===== src/pkg/nibble_alu_pkg.sv =====
// constants, opcodes and field layout for the nibble alu datapath
// assumes an instruction decoder that issues one operation at a time and a
// synchronous data memory that returns read data one cycle after the read
// Behaviour
// - with decimal mode set, every sum or difference goes through the decimal adjuster.
// - arithmetic, logic, bit test, compare, rotate and move work on memory nibbles.
// - two hidden 4-bit operand latches are filled by the sequencer, never by software.
// - no general register operation takes an immediate; immediates pair with memory only.
// - binary mode without compare-only writes the binary result to the destination.
// - sums and differences not stored to the status word set carry on carry or borrow out, otherwise clear it.
// - without compare-only and with a destination other than the status word, zero is set for a zero result and cleared otherwise.
// - with compare-only, sums and differences update flags but never the destination.
// - with compare-only, zero holds on a zero result and clears on a nonzero one.
// - decimal mode without compare-only writes the adjusted result to the destination.
// - indirect moves take a general register's content to form the indirect address.
// - adjustment is exact only for sums 0..19 and differences -10..9, else carry and >= ten.
// - arithmetic aimed at the status word without compare-only stores the result there.
package nibble_alu_pkg;

   ////////////////////////////////////////////////////////////////////////////
   // data memory layout (bank bit, row, column)
   localparam logic [3:0] GR_ROW_BANK  = 4'h0;
   localparam logic [6:0] SYS_PSW_ADDR = 7'h7F;
   localparam logic [6:0] SYS_BCD_ADDR = 7'h7E;
   // status nibble at the system address
   localparam int unsigned PSW_Z_POS   = 1;
   localparam int unsigned PSW_CARRY_POS = 2;
   localparam int unsigned PSW_CONLY_POS = 3;

   ////////////////////////////////////////////////////////////////////////////
   // apb map
   localparam logic [11:0] OFS_STATUS = 12'h000;
   localparam logic [11:0] OFS_STATE  = 12'h004;
   localparam logic [11:0] OFS_RESULT = 12'h008;
   // status register fields
   localparam int unsigned ST_ZERO_POS  = 0;
   localparam int unsigned ST_CARRY_POS = 1;
   localparam int unsigned ST_CONLY_POS = 2;
   localparam int unsigned ST_BCD_POS   = 3;
   localparam logic [3:0]  STATUS_RST   = 4'h0;
   // state register fields
   localparam int unsigned SR_BUSY_POS = 0;
   localparam int unsigned SR_SKIP_POS = 1;

   ////////////////////////////////////////////////////////////////////////////
   // decimal adjuster thresholds
   localparam logic [4:0] DEC_TEN       = 5'h0A;
   localparam logic [4:0] DEC_TWENTY    = 5'h14;
   localparam logic [4:0] DEC_TWENTY8   = 5'h1C;
   localparam logic [3:0] DEC_SIX       = 4'h6;
   localparam logic [3:0] DEC_TWO       = 4'h2;

   typedef enum logic [4:0] {
      OP_SUM, OP_SUM_CARRY, OP_DIFF, OP_DIFF_BORROW,
      OP_AND, OP_OR, OP_XOR,
      OP_BITS_TRUE, OP_BITS_FALSE,
      OP_EQUAL, OP_UNEQUAL, OP_GREATER_EQUAL, OP_LESS,
      OP_LOAD, OP_STORE, OP_MOVE_TO_IND, OP_MOVE_FROM_IND,
      OP_ROTATE
   } op_t;

endpackage


===== src/logic/decimal_adjuster.sv =====
// decimal adjuster: maps a raw 5-bit sum or difference to the bcd nibble
// assumes raw holds {carry_or_borrow, nibble} of a 4-bit operation
`timescale 1ns/1ps
module decimal_adjuster (
   // raw result
   input  wire logic [4:0] raw,
   input  wire logic       is_sub,
   // adjusted result
   output logic       [3:0] adj,
   output logic             adj_carry
);

   // out of range results other than sums of 28 and up land in 1100..1111 in the same cycle of four
   function automatic logic [3:0] wrap_high(input logic [1:0] low);
      logic [1:0] t;
      t = low + nibble_alu_pkg::DEC_TWO[1:0];
      return {2'b11, t};
   endfunction

   ////////////////////////////////////////////////////////////////////////////
   // exact only in range
   always_comb begin
      adj       = raw[3:0];
      adj_carry = 1'b1;
      if (!is_sub) begin
         if (raw < nibble_alu_pkg::DEC_TEN) begin
            adj_carry = 1'b0;
         end else if (raw < nibble_alu_pkg::DEC_TWENTY) begin
            adj = raw[3:0] + nibble_alu_pkg::DEC_SIX;
         end else if (raw < nibble_alu_pkg::DEC_TWENTY8) begin
            adj = wrap_high(raw[1:0]);
         end else begin
            adj = raw[3:0] - nibble_alu_pkg::DEC_TWO;
         end
      end else if (!raw[4]) begin
         if (raw < nibble_alu_pkg::DEC_TEN) begin
            adj_carry = 1'b0;
         end else begin
            adj = wrap_high(raw[1:0]);
         end
      end else if (raw[3:0] >= nibble_alu_pkg::DEC_SIX) begin
         adj = raw[3:0] - nibble_alu_pkg::DEC_SIX;
      end else begin
         adj = wrap_high(raw[1:0]);
      end
   end

endmodule // decimal_adjuster


===== src/logic/nibble_addr_ctrl.sv =====
// data memory address control: forms register, direct and indirect addresses
// assumes addresses are {bank, row[2:0], column[3:0]}
`timescale 1ns/1ps
module nibble_addr_ctrl (
   // operation fields
   input  wire logic [3:0] op_reg,
   input  wire logic [7:0] op_mem,
   input  wire logic       reg_dest,
   input  wire logic       to_ind,
   input  wire logic       from_ind,
   input  wire logic       reg_only,
   // register content for the indirect column
   input  wire logic [3:0] ind_col,
   // addresses
   output logic       [7:0] first_addr,
   output logic       [7:0] second_addr,
   output logic       [7:0] dest_addr
);

   wire logic [7:0] gr_addr;
   wire logic [7:0] ind_addr;
   wire logic       gr_first;

   assign gr_addr  = {nibble_alu_pkg::GR_ROW_BANK, op_reg};
   assign ind_addr = {op_mem[7:4], ind_col};
   assign gr_first = reg_dest | to_ind | from_ind | reg_only;

   assign first_addr  = gr_first ? gr_addr : op_mem;
   assign second_addr = from_ind ? ind_addr : (gr_first ? op_mem : gr_addr);
   assign dest_addr   = to_ind ? ind_addr : (from_ind ? op_mem : first_addr);

endmodule // nibble_addr_ctrl


===== src/logic/nibble_alu.sv =====
// nibble alu datapath with operand latches, status word and apb status access
// assumes one operation at a time from the decoder and a data memory whose
// read data follows the sampled read address by one cycle
`timescale 1ns/1ps
module nibble_alu (
   // apb slave
   input  wire logic                 pclk,
   input  wire logic                 presetn,
   input  wire logic                 psel,
   input  wire logic                 penable,
   input  wire logic                 pwrite,
   input  wire logic [11:0]          paddr,
   input  wire logic [31:0]          pwdata,
   output logic      [31:0]          prdata,
   output logic                      pready,
   output logic                      pslverr,
   // instruction decoder
   input  wire logic                 op_valid,
   input  wire nibble_alu_pkg::op_t  op_code,
   input  wire logic [3:0]           op_reg,
   input  wire logic [7:0]           op_mem,
   input  wire logic [3:0]           op_imm,
   input  wire logic                 op_imm_sel,
   input  wire logic                 op_reg_dest,
   output logic                      op_ready,
   output logic                      op_done,
   output logic                      op_skip,
   // data memory
   output logic                      mem_rd_en,
   output logic      [7:0]           mem_rd_addr,
   input  wire logic [3:0]           mem_rd_data,
   output logic                      mem_wr_en,
   output logic      [7:0]           mem_wr_addr,
   output logic      [3:0]           mem_wr_data,
   // status word
   output logic                      decimal_mode,
   output logic                      compare_only_flag,
   output logic                      carry_flag,
   output logic                      zero_flag
);

   typedef enum logic [2:0] {
      S_IDLE, S_RD_A, S_GET_A, S_RD_B, S_GET_B, S_EXEC
   } state_t;

   state_t              state_q;
   nibble_alu_pkg::op_t op_q;
   logic [3:0]          reg_q;
   logic [7:0]          mem_q;
   logic                imm_q;
   logic                reg_dest_q;
   logic [3:0]          latch_a_q;
   logic [3:0]          latch_b_q;
   logic                rd_en_q;
   logic [7:0]          rd_addr_q;
   logic                wr_en_q;
   logic [7:0]          wr_addr_q;
   logic [3:0]          wr_data_q;
   logic                done_q;
   logic                skip_q;
   logic [3:0]          result_q;
   logic                bcd_q;
   logic                conly_q;
   logic                carry_q;
   logic                z_q;
   logic [31:0]         prdata_q;

   ////////////////////////////////////////////////////////////////////////////
   // operation class decode
   wire logic is_add    = (op_q == nibble_alu_pkg::OP_SUM) ||
                          (op_q == nibble_alu_pkg::OP_SUM_CARRY);
   wire logic is_sub    = (op_q == nibble_alu_pkg::OP_DIFF) ||
                          (op_q == nibble_alu_pkg::OP_DIFF_BORROW);
   wire logic use_cin   = (op_q == nibble_alu_pkg::OP_SUM_CARRY) ||
                          (op_q == nibble_alu_pkg::OP_DIFF_BORROW);
   wire logic is_arith  = is_add | is_sub;
   wire logic is_logic  = (op_q == nibble_alu_pkg::OP_AND) ||
                          (op_q == nibble_alu_pkg::OP_OR)  ||
                          (op_q == nibble_alu_pkg::OP_XOR);
   wire logic is_bits   = (op_q == nibble_alu_pkg::OP_BITS_TRUE) ||
                          (op_q == nibble_alu_pkg::OP_BITS_FALSE);
   wire logic is_rel_op = (op_q == nibble_alu_pkg::OP_EQUAL)   ||
                          (op_q == nibble_alu_pkg::OP_UNEQUAL) ||
                          (op_q == nibble_alu_pkg::OP_GREATER_EQUAL) ||
                          (op_q == nibble_alu_pkg::OP_LESS);
   wire logic is_rot    = (op_q == nibble_alu_pkg::OP_ROTATE);
   wire logic to_ind    = (op_q == nibble_alu_pkg::OP_MOVE_TO_IND);
   wire logic from_ind  = (op_q == nibble_alu_pkg::OP_MOVE_FROM_IND);
   wire logic is_move   = to_ind | from_ind |
                          (op_q == nibble_alu_pkg::OP_LOAD) ||
                          (op_q == nibble_alu_pkg::OP_STORE);

   ////////////////////////////////////////////////////////////////////////////
   // operand fetch: system nibbles come from the status flops, not memory
   wire logic [6:0] rd_sys  = rd_addr_q[6:0];
   wire logic [3:0] psw_nib = {conly_q, carry_q, z_q, 1'b0};
   wire logic [3:0] rd_val  = (rd_sys == nibble_alu_pkg::SYS_PSW_ADDR) ? psw_nib :
                              (rd_sys == nibble_alu_pkg::SYS_BCD_ADDR) ? {3'b000, bcd_q} :
                              mem_rd_data;

   // indirect column comes live from memory while the register nibble arrives
   wire logic [3:0] ind_col = (state_q == S_GET_A) ? rd_val : latch_a_q;
   wire logic [7:0] first_addr;
   wire logic [7:0] second_addr;
   wire logic [7:0] dest_addr;
   wire logic [7:0] new_first;

   nibble_addr_ctrl u_addr (
      .op_reg      (reg_q),
      .op_mem      (mem_q),
      .reg_dest    (reg_dest_q),
      .to_ind      (to_ind),
      .from_ind    (from_ind),
      .reg_only    (is_rot),
      .ind_col     (ind_col),
      .first_addr  (first_addr),
      .second_addr (second_addr),
      .dest_addr   (dest_addr)
   );

   // first address of an incoming operation, before its fields are latched
   nibble_addr_ctrl u_addr_new (
      .op_reg      (op_reg),
      .op_mem      (op_mem),
      .reg_dest    (op_reg_dest),
      .to_ind      (op_code == nibble_alu_pkg::OP_MOVE_TO_IND),
      .from_ind    (op_code == nibble_alu_pkg::OP_MOVE_FROM_IND),
      .reg_only    (op_code == nibble_alu_pkg::OP_ROTATE),
      .ind_col     (4'h0),
      .first_addr  (new_first),
      .second_addr (),
      .dest_addr   ()
   );

   ////////////////////////////////////////////////////////////////////////////
   // arithmetic core
   wire logic       cin     = use_cin & carry_q;
   wire logic [4:0] add_raw = {1'b0, latch_a_q} + {1'b0, latch_b_q} + {4'h0, cin};
   wire logic [4:0] sub_raw = {1'b0, latch_a_q} - {1'b0, latch_b_q} - {4'h0, cin};
   wire logic [4:0] raw     = is_sub ? sub_raw : add_raw;
   wire logic [3:0] adj_val;
   wire logic       adj_carry;

   decimal_adjuster u_adj (
      .raw       (raw),
      .is_sub    (is_sub),
      .adj       (adj_val),
      .adj_carry (adj_carry)
   );

   wire logic [3:0] arith_val = bcd_q ? adj_val : raw[3:0];
   wire logic       arith_carry = bcd_q ? adj_carry : raw[4];
   wire logic       arith_z   = (arith_val == 4'h0);

   wire logic [3:0] rot_val = {carry_q, latch_a_q[3:1]};

   wire logic [3:0] and_val = latch_a_q & latch_b_q;
   wire logic [3:0] logic_val =
      (op_q == nibble_alu_pkg::OP_AND) ? and_val :
      (op_q == nibble_alu_pkg::OP_OR)  ? (latch_a_q | latch_b_q) :
                                         (latch_a_q ^ latch_b_q);

   wire logic skip_cond =
      (op_q == nibble_alu_pkg::OP_BITS_TRUE)     ? (and_val == latch_b_q) :
      (op_q == nibble_alu_pkg::OP_BITS_FALSE)    ? (and_val == 4'h0) :
      (op_q == nibble_alu_pkg::OP_EQUAL)         ? (latch_a_q == latch_b_q) :
      (op_q == nibble_alu_pkg::OP_UNEQUAL)       ? (latch_a_q != latch_b_q) :
      (op_q == nibble_alu_pkg::OP_GREATER_EQUAL) ? (latch_a_q >= latch_b_q) :
      (op_q == nibble_alu_pkg::OP_LESS)          ? (latch_a_q <  latch_b_q) :
                                                   1'b0;

   wire logic [3:0] exec_val = is_arith ? arith_val :
                               is_logic ? logic_val :
                               is_rot   ? rot_val   :
                                          latch_b_q;

   ////////////////////////////////////////////////////////////////////////////
   // destination and status-word targeting
   wire logic exec     = (state_q == S_EXEC);
   wire logic dst_psw  = (dest_addr[6:0] == nibble_alu_pkg::SYS_PSW_ADDR);
   wire logic dst_bcd  = (dest_addr[6:0] == nibble_alu_pkg::SYS_BCD_ADDR);
   wire logic dst_sys  = dst_psw | dst_bcd;
   wire logic arith_st = is_arith & ~conly_q;
   wire logic want_wr  = arith_st | is_logic | is_rot | is_move;
   wire logic psw_ovr  = exec & arith_st & dst_psw;
   wire logic bcd_ovr  = exec & arith_st & dst_bcd;

   wire logic z_exec   = conly_q ? (z_q & arith_z) : arith_z;

   wire logic touch_carry = exec & (is_arith | is_rot);
   wire logic touch_z     = exec & is_arith;
   wire logic touch_conly = exec & is_bits;

   ////////////////////////////////////////////////////////////////////////////
   // apb decode
   wire logic apb_setup = psel & ~penable;
   wire logic apb_acc   = psel & penable;
   wire logic hit_stat  = (paddr == nibble_alu_pkg::OFS_STATUS);
   wire logic hit_state = (paddr == nibble_alu_pkg::OFS_STATE);
   wire logic hit_res   = (paddr == nibble_alu_pkg::OFS_RESULT);
   wire logic hit_any   = hit_stat | hit_state | hit_res;
   wire logic st_wr     = apb_acc & pwrite & hit_stat;

   wire logic [31:0] rd_word =
      hit_stat  ? {28'h000_0000, bcd_q, conly_q, carry_q, z_q} :
      hit_state ? {30'h0000_0000, skip_q, (state_q != S_IDLE)} :
      hit_res   ? {28'h000_0000, result_q} :
                  32'h0000_0000;

   ////////////////////////////////////////////////////////////////////////////
   // flag next values: an alu update in the same cycle wins over software
   wire logic carry_d = psw_ovr     ? exec_val[nibble_alu_pkg::PSW_CARRY_POS] :
                        touch_carry ? (is_rot ? latch_a_q[0] : arith_carry) :
                        st_wr       ? pwdata[nibble_alu_pkg::ST_CARRY_POS] : carry_q;
   wire logic z_d   = psw_ovr   ? exec_val[nibble_alu_pkg::PSW_Z_POS] :
                      touch_z   ? z_exec :
                      st_wr     ? pwdata[nibble_alu_pkg::ST_ZERO_POS] : z_q;
   wire logic conly_d = psw_ovr     ? exec_val[nibble_alu_pkg::PSW_CONLY_POS] :
                        touch_conly ? 1'b0 :
                        st_wr       ? pwdata[nibble_alu_pkg::ST_CONLY_POS] : conly_q;
   wire logic bcd_d = bcd_ovr   ? exec_val[0] :
                      st_wr     ? pwdata[nibble_alu_pkg::ST_BCD_POS] : bcd_q;

   ////////////////////////////////////////////////////////////////////////////
   // sequencer
   wire logic     accept = (state_q == S_IDLE) & op_valid;
   wire logic     imm_ok = op_imm_sel & ~op_reg_dest;
   wire logic     need_b = ~imm_q & ~is_rot;
   state_t        state_d;

   always_comb begin
      state_d = state_q;
      case (state_q)
         S_IDLE:  if (op_valid) begin
            state_d = S_RD_A;
         end
         S_RD_A:  state_d = S_GET_A;
         S_GET_A: state_d = need_b ? S_RD_B : S_EXEC;
         S_RD_B:  state_d = S_GET_B;
         S_GET_B: state_d = S_EXEC;
         default: state_d = S_IDLE;
      endcase
   end

   always_ff @(posedge pclk or negedge presetn) begin
      if (!presetn) begin
         state_q    <= S_IDLE;
         op_q       <= nibble_alu_pkg::OP_LOAD;
         reg_q      <= 4'h0;
         mem_q      <= 8'h00;
         imm_q      <= 1'b0;
         reg_dest_q <= 1'b0;
      end else begin
         state_q <= state_d;
         if (accept) begin
            op_q       <= op_code;
            reg_q      <= op_reg;
            mem_q      <= op_mem;
            imm_q      <= imm_ok;
            reg_dest_q <= op_reg_dest;
         end
      end
   end

   always_ff @(posedge pclk or negedge presetn) begin
      if (!presetn) begin
         latch_a_q <= 4'h0;
         latch_b_q <= 4'h0;
      end else begin
         if (state_q == S_GET_A) begin
            latch_a_q <= rd_val;
         end
         if (accept) begin
            latch_b_q <= op_imm;
         end else if (state_q == S_GET_B) begin
            latch_b_q <= rd_val;
         end
      end
   end

   always_ff @(posedge pclk or negedge presetn) begin
      if (!presetn) begin
         rd_en_q   <= 1'b0;
         rd_addr_q <= 8'h00;
         wr_en_q   <= 1'b0;
         wr_addr_q <= 8'h00;
         wr_data_q <= 4'h0;
      end else begin
         rd_en_q <= accept | ((state_q == S_GET_A) & need_b);
         if (accept) begin
            rd_addr_q <= new_first;
         end else if (state_q == S_GET_A) begin
            rd_addr_q <= second_addr;
         end
         wr_en_q <= exec & want_wr & ~dst_sys;
         if (exec) begin
            wr_addr_q <= dest_addr;
            wr_data_q <= exec_val;
         end
      end
   end

   always_ff @(posedge pclk or negedge presetn) begin
      if (!presetn) begin
         done_q   <= 1'b0;
         skip_q   <= 1'b0;
         result_q <= 4'h0;
      end else begin
         done_q <= exec;
         if (exec) begin
            skip_q   <= (is_bits | is_rel_op) & skip_cond;
            result_q <= exec_val;
         end
      end
   end

   always_ff @(posedge pclk or negedge presetn) begin
      if (!presetn) begin
         z_q   <= nibble_alu_pkg::STATUS_RST[nibble_alu_pkg::ST_ZERO_POS];
         carry_q <= nibble_alu_pkg::STATUS_RST[nibble_alu_pkg::ST_CARRY_POS];
         conly_q <= nibble_alu_pkg::STATUS_RST[nibble_alu_pkg::ST_CONLY_POS];
         bcd_q   <= nibble_alu_pkg::STATUS_RST[nibble_alu_pkg::ST_BCD_POS];
      end else begin
         z_q     <= z_d;
         carry_q <= carry_d;
         conly_q <= conly_d;
         bcd_q   <= bcd_d;
      end
   end

   // read data captured in setup so the zero-wait access phase sees it
   always_ff @(posedge pclk or negedge presetn) begin
      if (!presetn) begin
         prdata_q <= 32'h0000_0000;
      end else if (apb_setup & ~pwrite) begin
         prdata_q <= rd_word;
      end
   end

   ////////////////////////////////////////////////////////////////////////////
   // outputs
   assign prdata            = prdata_q;
   assign pready            = 1'b1;
   assign pslverr           = apb_acc & ~hit_any;
   assign op_ready          = (state_q == S_IDLE);
   assign op_done           = done_q;
   assign op_skip           = skip_q;
   assign mem_rd_en         = rd_en_q;
   assign mem_rd_addr       = rd_addr_q;
   assign mem_wr_en         = wr_en_q;
   assign mem_wr_addr       = wr_addr_q;
   assign mem_wr_data       = wr_data_q;
   assign decimal_mode      = bcd_q;
   assign compare_only_flag = conly_q;
   assign carry_flag        = carry_q;
   assign zero_flag         = z_q;

endmodule // nibble_alu


===== config.mk =====
export PLATFORM = sky130hd
export DESIGN_NAME = nibble_alu
export DESIGN_NICKNAME = d
export VERILOG_FILES = /design/src/pkg/nibble_alu_pkg.sv /design/src/logic/decimal_adjuster.sv /design/src/logic/nibble_addr_ctrl.sv /design/src/logic/nibble_alu.sv
export SDC_FILE = /design/constraint.sdc
export NUM_CORES = 1
export LEC_CHECK = 0
export BUFFER_PORTS_ARGS = -buffer_cell sky130_fd_sc_hd__buf_2
export CORE_UTILIZATION = 35
export DETAILED_ROUTE_END_ITERATION = 6
export REMOVE_ABC_BUFFERS = 1
export SETUP_SLACK_MARGIN = 0.2
export SYNTH_ARGS = -nofsm -noshare
export SYNTH_HDL_FRONTEND = slang
export SYNTH_SLANG_ARGS = --single-unit

===== constraint.sdc =====
create_clock -name pclk -period 7.9 [get_ports pclk]
set_input_delay 1.58 -clock pclk [delete_from_list [all_inputs] [get_ports pclk]]
set_output_delay 1.58 -clock pclk [all_outputs]
set_load 0.05 [all_outputs]

==> flow_metrics.tcl <==
set metrics [dict create \
    critical-path-max-stage-delay_ps 640 \
    layout.cells.most_common_list "101 x nand2_1, 82 x buf_2, 59 x dfrtp_1" \
    cell_area_synth_mm2 0.00452 \
    worst_hold_path_type "flip-flop to flip-flop" \
    dr.first_iter.drc_count 237 \
    crit_top_cell "a211oi_1" \
    routed_wirelength_mm 12.1 \
    seq_power_share_pct 25.7 \
    routed_via_density 5.31 \
    worst_clock_skew_ps 10.2 \
    cp.required_ps 8140 \
    postCtsSetupRepairBufs 0 \
    avgRoutedWirePerCell_um 15.4 \
    grt_first_pass_wirelength_mm 19.7 \
    final.min_clock_period_ps 4670 \
    postCtsResizedCells 0 \
    final_max_slew_viol_count 0 \
    p_switching_uw 1320 \
    route.detailed.drc 0 \
    maximum_number_of_pins_on_one_net_before_global_route_repair 63 \
    die_area_mm2 0.0134 \
    power.clock.fraction_pct 15.1 \
    vdd_ir_drop_max_uv 348 \
    critPathMaxFanout 8 \
    yosys_most_used_dff "dfrtp_1" \
    slew_headroom_pct 18.2 \
    comb_power_share_pct 59.2 \
    cts_max_path_buffers 2 \
    starting_density_pct 35.8 \
    clock_insertion_delay_worst_skew_ps 340 \
    holdBufCountCts 0 \
    power.switching_fraction_pct 52.7 \
    area_growth_syn_to_layout_pct 15.0 \
    pwr_density_cell_mw_per_mm2 481 \
    max_freq_mhz 214 \
    buffer_ports.inserted 82 \
    cts-buffers-inserted 9 \
    clock-root-buffer "clkbuf_16" \
    clk_pin_slew_ps 60 \
    htreeDepth 3 \
    final_hold_viol_count 0 \
    design.portCount 140 \
    synth.ff_latch_count 62 \
    die_w_um 116 \
    crit_buf_inv 0 \
    num_vias 4178 \
    cell_with_the_biggest_individual_delay_on_the_critical_path "a2111oi_1" \
    nets 714 \
    design_area_mm2 0.00520 \
    syn_inst 546 \
    die_height_um 116 \
    place.detailed.hpwl_mm 9.23 \
    crit_arrival_ps 4910 \
    final_core_utilization_pct 41.2 \
    placed_area_mm2 0.00491 \
    p_int_uw 1180 \
    synth_enable_flop_cells 0 \
    grt_setup_unrepaired "false" \
    synthDistinctLibCells 72 \
    setup_total_negative_slack_ps 0 \
    track_usage_pct 19.2 \
    number_of_max_cap_violations 0 \
    critPathCaptureType "flip-flop" \
    synth.yosys.seq_area_share_pct 34.4 \
    coreArea_mm2 0.0126 \
    tritoncts_num_sinks 62 \
    detail_route.first_pass.iterations 4 \
    timing.final.setup_violations 0 \
    synth_async_sr_flop_share_pct 100 \
    grt-ovfl-total 0 \
    synth.avg_cell_area_um2 8.28 \
    run_status "finished clean" \
    mostFrequentLayoutCell "nand2_1" \
    total_of_warnings_raised_by_yosys 0 \
    crit_family "simple AND/OR/NAND/NOR gates" \
    antenna_left 0 \
    antenna_cells_inserted 0 \
    tritoncts "done" \
    worst_setup_path_start_kind "flip-flop" \
    post-route-period-util_pct 59.1 \
    worstPathCellList "nor3_1 -> nand3_1 -> fa_1 -> fa_1 -> mux2i_1 -> xor2_1 -> ha_1 -> a211oi_1 -> a2111oi_1 -> nor3b_1 -> nor4_1 -> a211oi_1 -> a211oi_1" \
    post_route_cells_drive_above_1_share_pct 19.0 \
    core.rowCount 41 \
    worst_slew_pin_slew_ps 1230 \
    power_leakage_uw 0.00244 \
    worst-setup-path-type "flip-flop to flip-flop" \
    antenna_found_initial 1 \
    place_congestion 0.871 \
    first_global_vias 3848 \
]
## worst min-delay path: stages, from the launching register on
cell     delay [ps]
dfrtp_1         340
nand2_1          50
o31ai_1          50
## state kept, by name, summed over array words and instances, names as in the netlist, 4 cells and up
signal / cells
reg_q: 4
latch_a_q: 4
result_q: 4
latch_b_q: 4
mem_q: 8
op_q: 5
mem_rd_addr: 8
prdata: 4
mem_wr_addr: 8
## synthesized netlist by cell type, drive strengths merged, types with 2 or more instances
cell | count | area [um^2]
a222oi | 2 | 20.0
nand4 | 5 | 31.3
nor3b | 3 | 27.5
a211oi | 9 | 67.6
or3b | 2 | 17.5
conb | 2 | 7.51
nand3 | 6 | 30.0
a221o | 2 | 20.0
nor2 | 34 | 128
and3 | 7 | 43.8
o21a | 4 | 30.0
nor2b | 4 | 25.0
or2 | 3 | 18.8
o2111ai | 2 | 17.5
o211ai | 4 | 30.0
clkbuf | 22 | 82.6
buf | 36 | 270
nor4 | 7 | 43.8
dfstp | 3 | 78.8
nor4b | 4 | 41.3
nand3b | 3 | 22.5
mux2i | 15 | 150
and2 | 5 | 31.3
or3 | 5 | 31.3
ha | 23 | 288
fa | 4 | 80.1
nor3 | 12 | 65.1
a21oi | 31 | 159
or4 | 2 | 15.0
nand2 | 101 | 379
o31ai | 8 | 60.1
dfrtp | 59 | 1480
a31oi | 9 | 56.3
o21ai | 38 | 190
xor2 | 2 | 17.5
inv | 23 | 86.3
a32oi | 3 | 26.3
a22oi | 6 | 45.0
o22ai | 10 | 62.6
o31a | 4 | 35.0
## cells by family (layout without fill, tap and decap cells)
logic type | count (synthesis) | in the layout | share of synthesized area, %
DFF | 62 | 62 | 34.4
muxes | 16 | 16 | 3.57
xor gates and xnor gates | 3 | 3 | 0.582
other | 2 | 29 | 0.166
AOI/OAI and AO/OA | 148 | 148 | 21.6
and+or+nand+nor | 207 | 207 | 21.8
adders and majority gates | 27 | 27 | 8.14
buffers and inverters | 81 | 123 | 9.72
## power by group through the flow
stage / sequential (uW) / clock (uW) / combinational, uW
global placement: 636 / 0 / 1450
detailed placement: 645 / 0 / 1470
finish: 643 / 377 / 1480
global route: 667 / 396 / 1650
floorplan: 787 / 0 / 933
CTS: 641 / 382 / 1480
## final cells by class
cell class | count | area, um^2
clock buffer | 13 | 270
clock inverter | 3 | 17.5
fill | 1338 | 7420
inverter | 23 | 86.3
multi-input combinational | 430 | 2630
sequential | 62 | 1560
tap | 172 | 215
timing repair buffer | 84 | 425
## per-stage QoR
stage | total power [uW] | setup slack, ps | hold slack [ps] | std cells
CTS | 2500 | 3270 | 473 | 787
global route | 2720 | 2870 | 500 | 787
detailed placement | 2120 | 3320 | 462 | 771
finish | 2500 | 3230 | 473 | 787
floorplan | 1720 | 3900 | 460 | 515
global placement | 2080 | 3420 | 459 | 771
## per-layer routing
metal | share of wire (%) | global-route usage (%)
met1 | 47 | 26.7
met2 | 45 | 30.1
met4 | 1.6 | 6.24
met5 | 0 | 0
met3 | 6.3 | 3.35
## path summary, 6_finish.rpt
kind	from	endpoint	slack [ps]	cells past startpoint
setup / recovery	op_q[4]	zero_flag	3230	13
hold / removal	prdata[2]	prdata[2]	470	2
setup reg to reg	op_q[4]	zero_flag	3230	13
hold reg to reg	prdata[2]	prdata[2]	470	2
max in group asynchronous	presetn	result_q[3]	5960	2
min in group asynchronous	presetn	mem_rd_addr[3]	1410	2
Power figures use the tool's default switching activity.
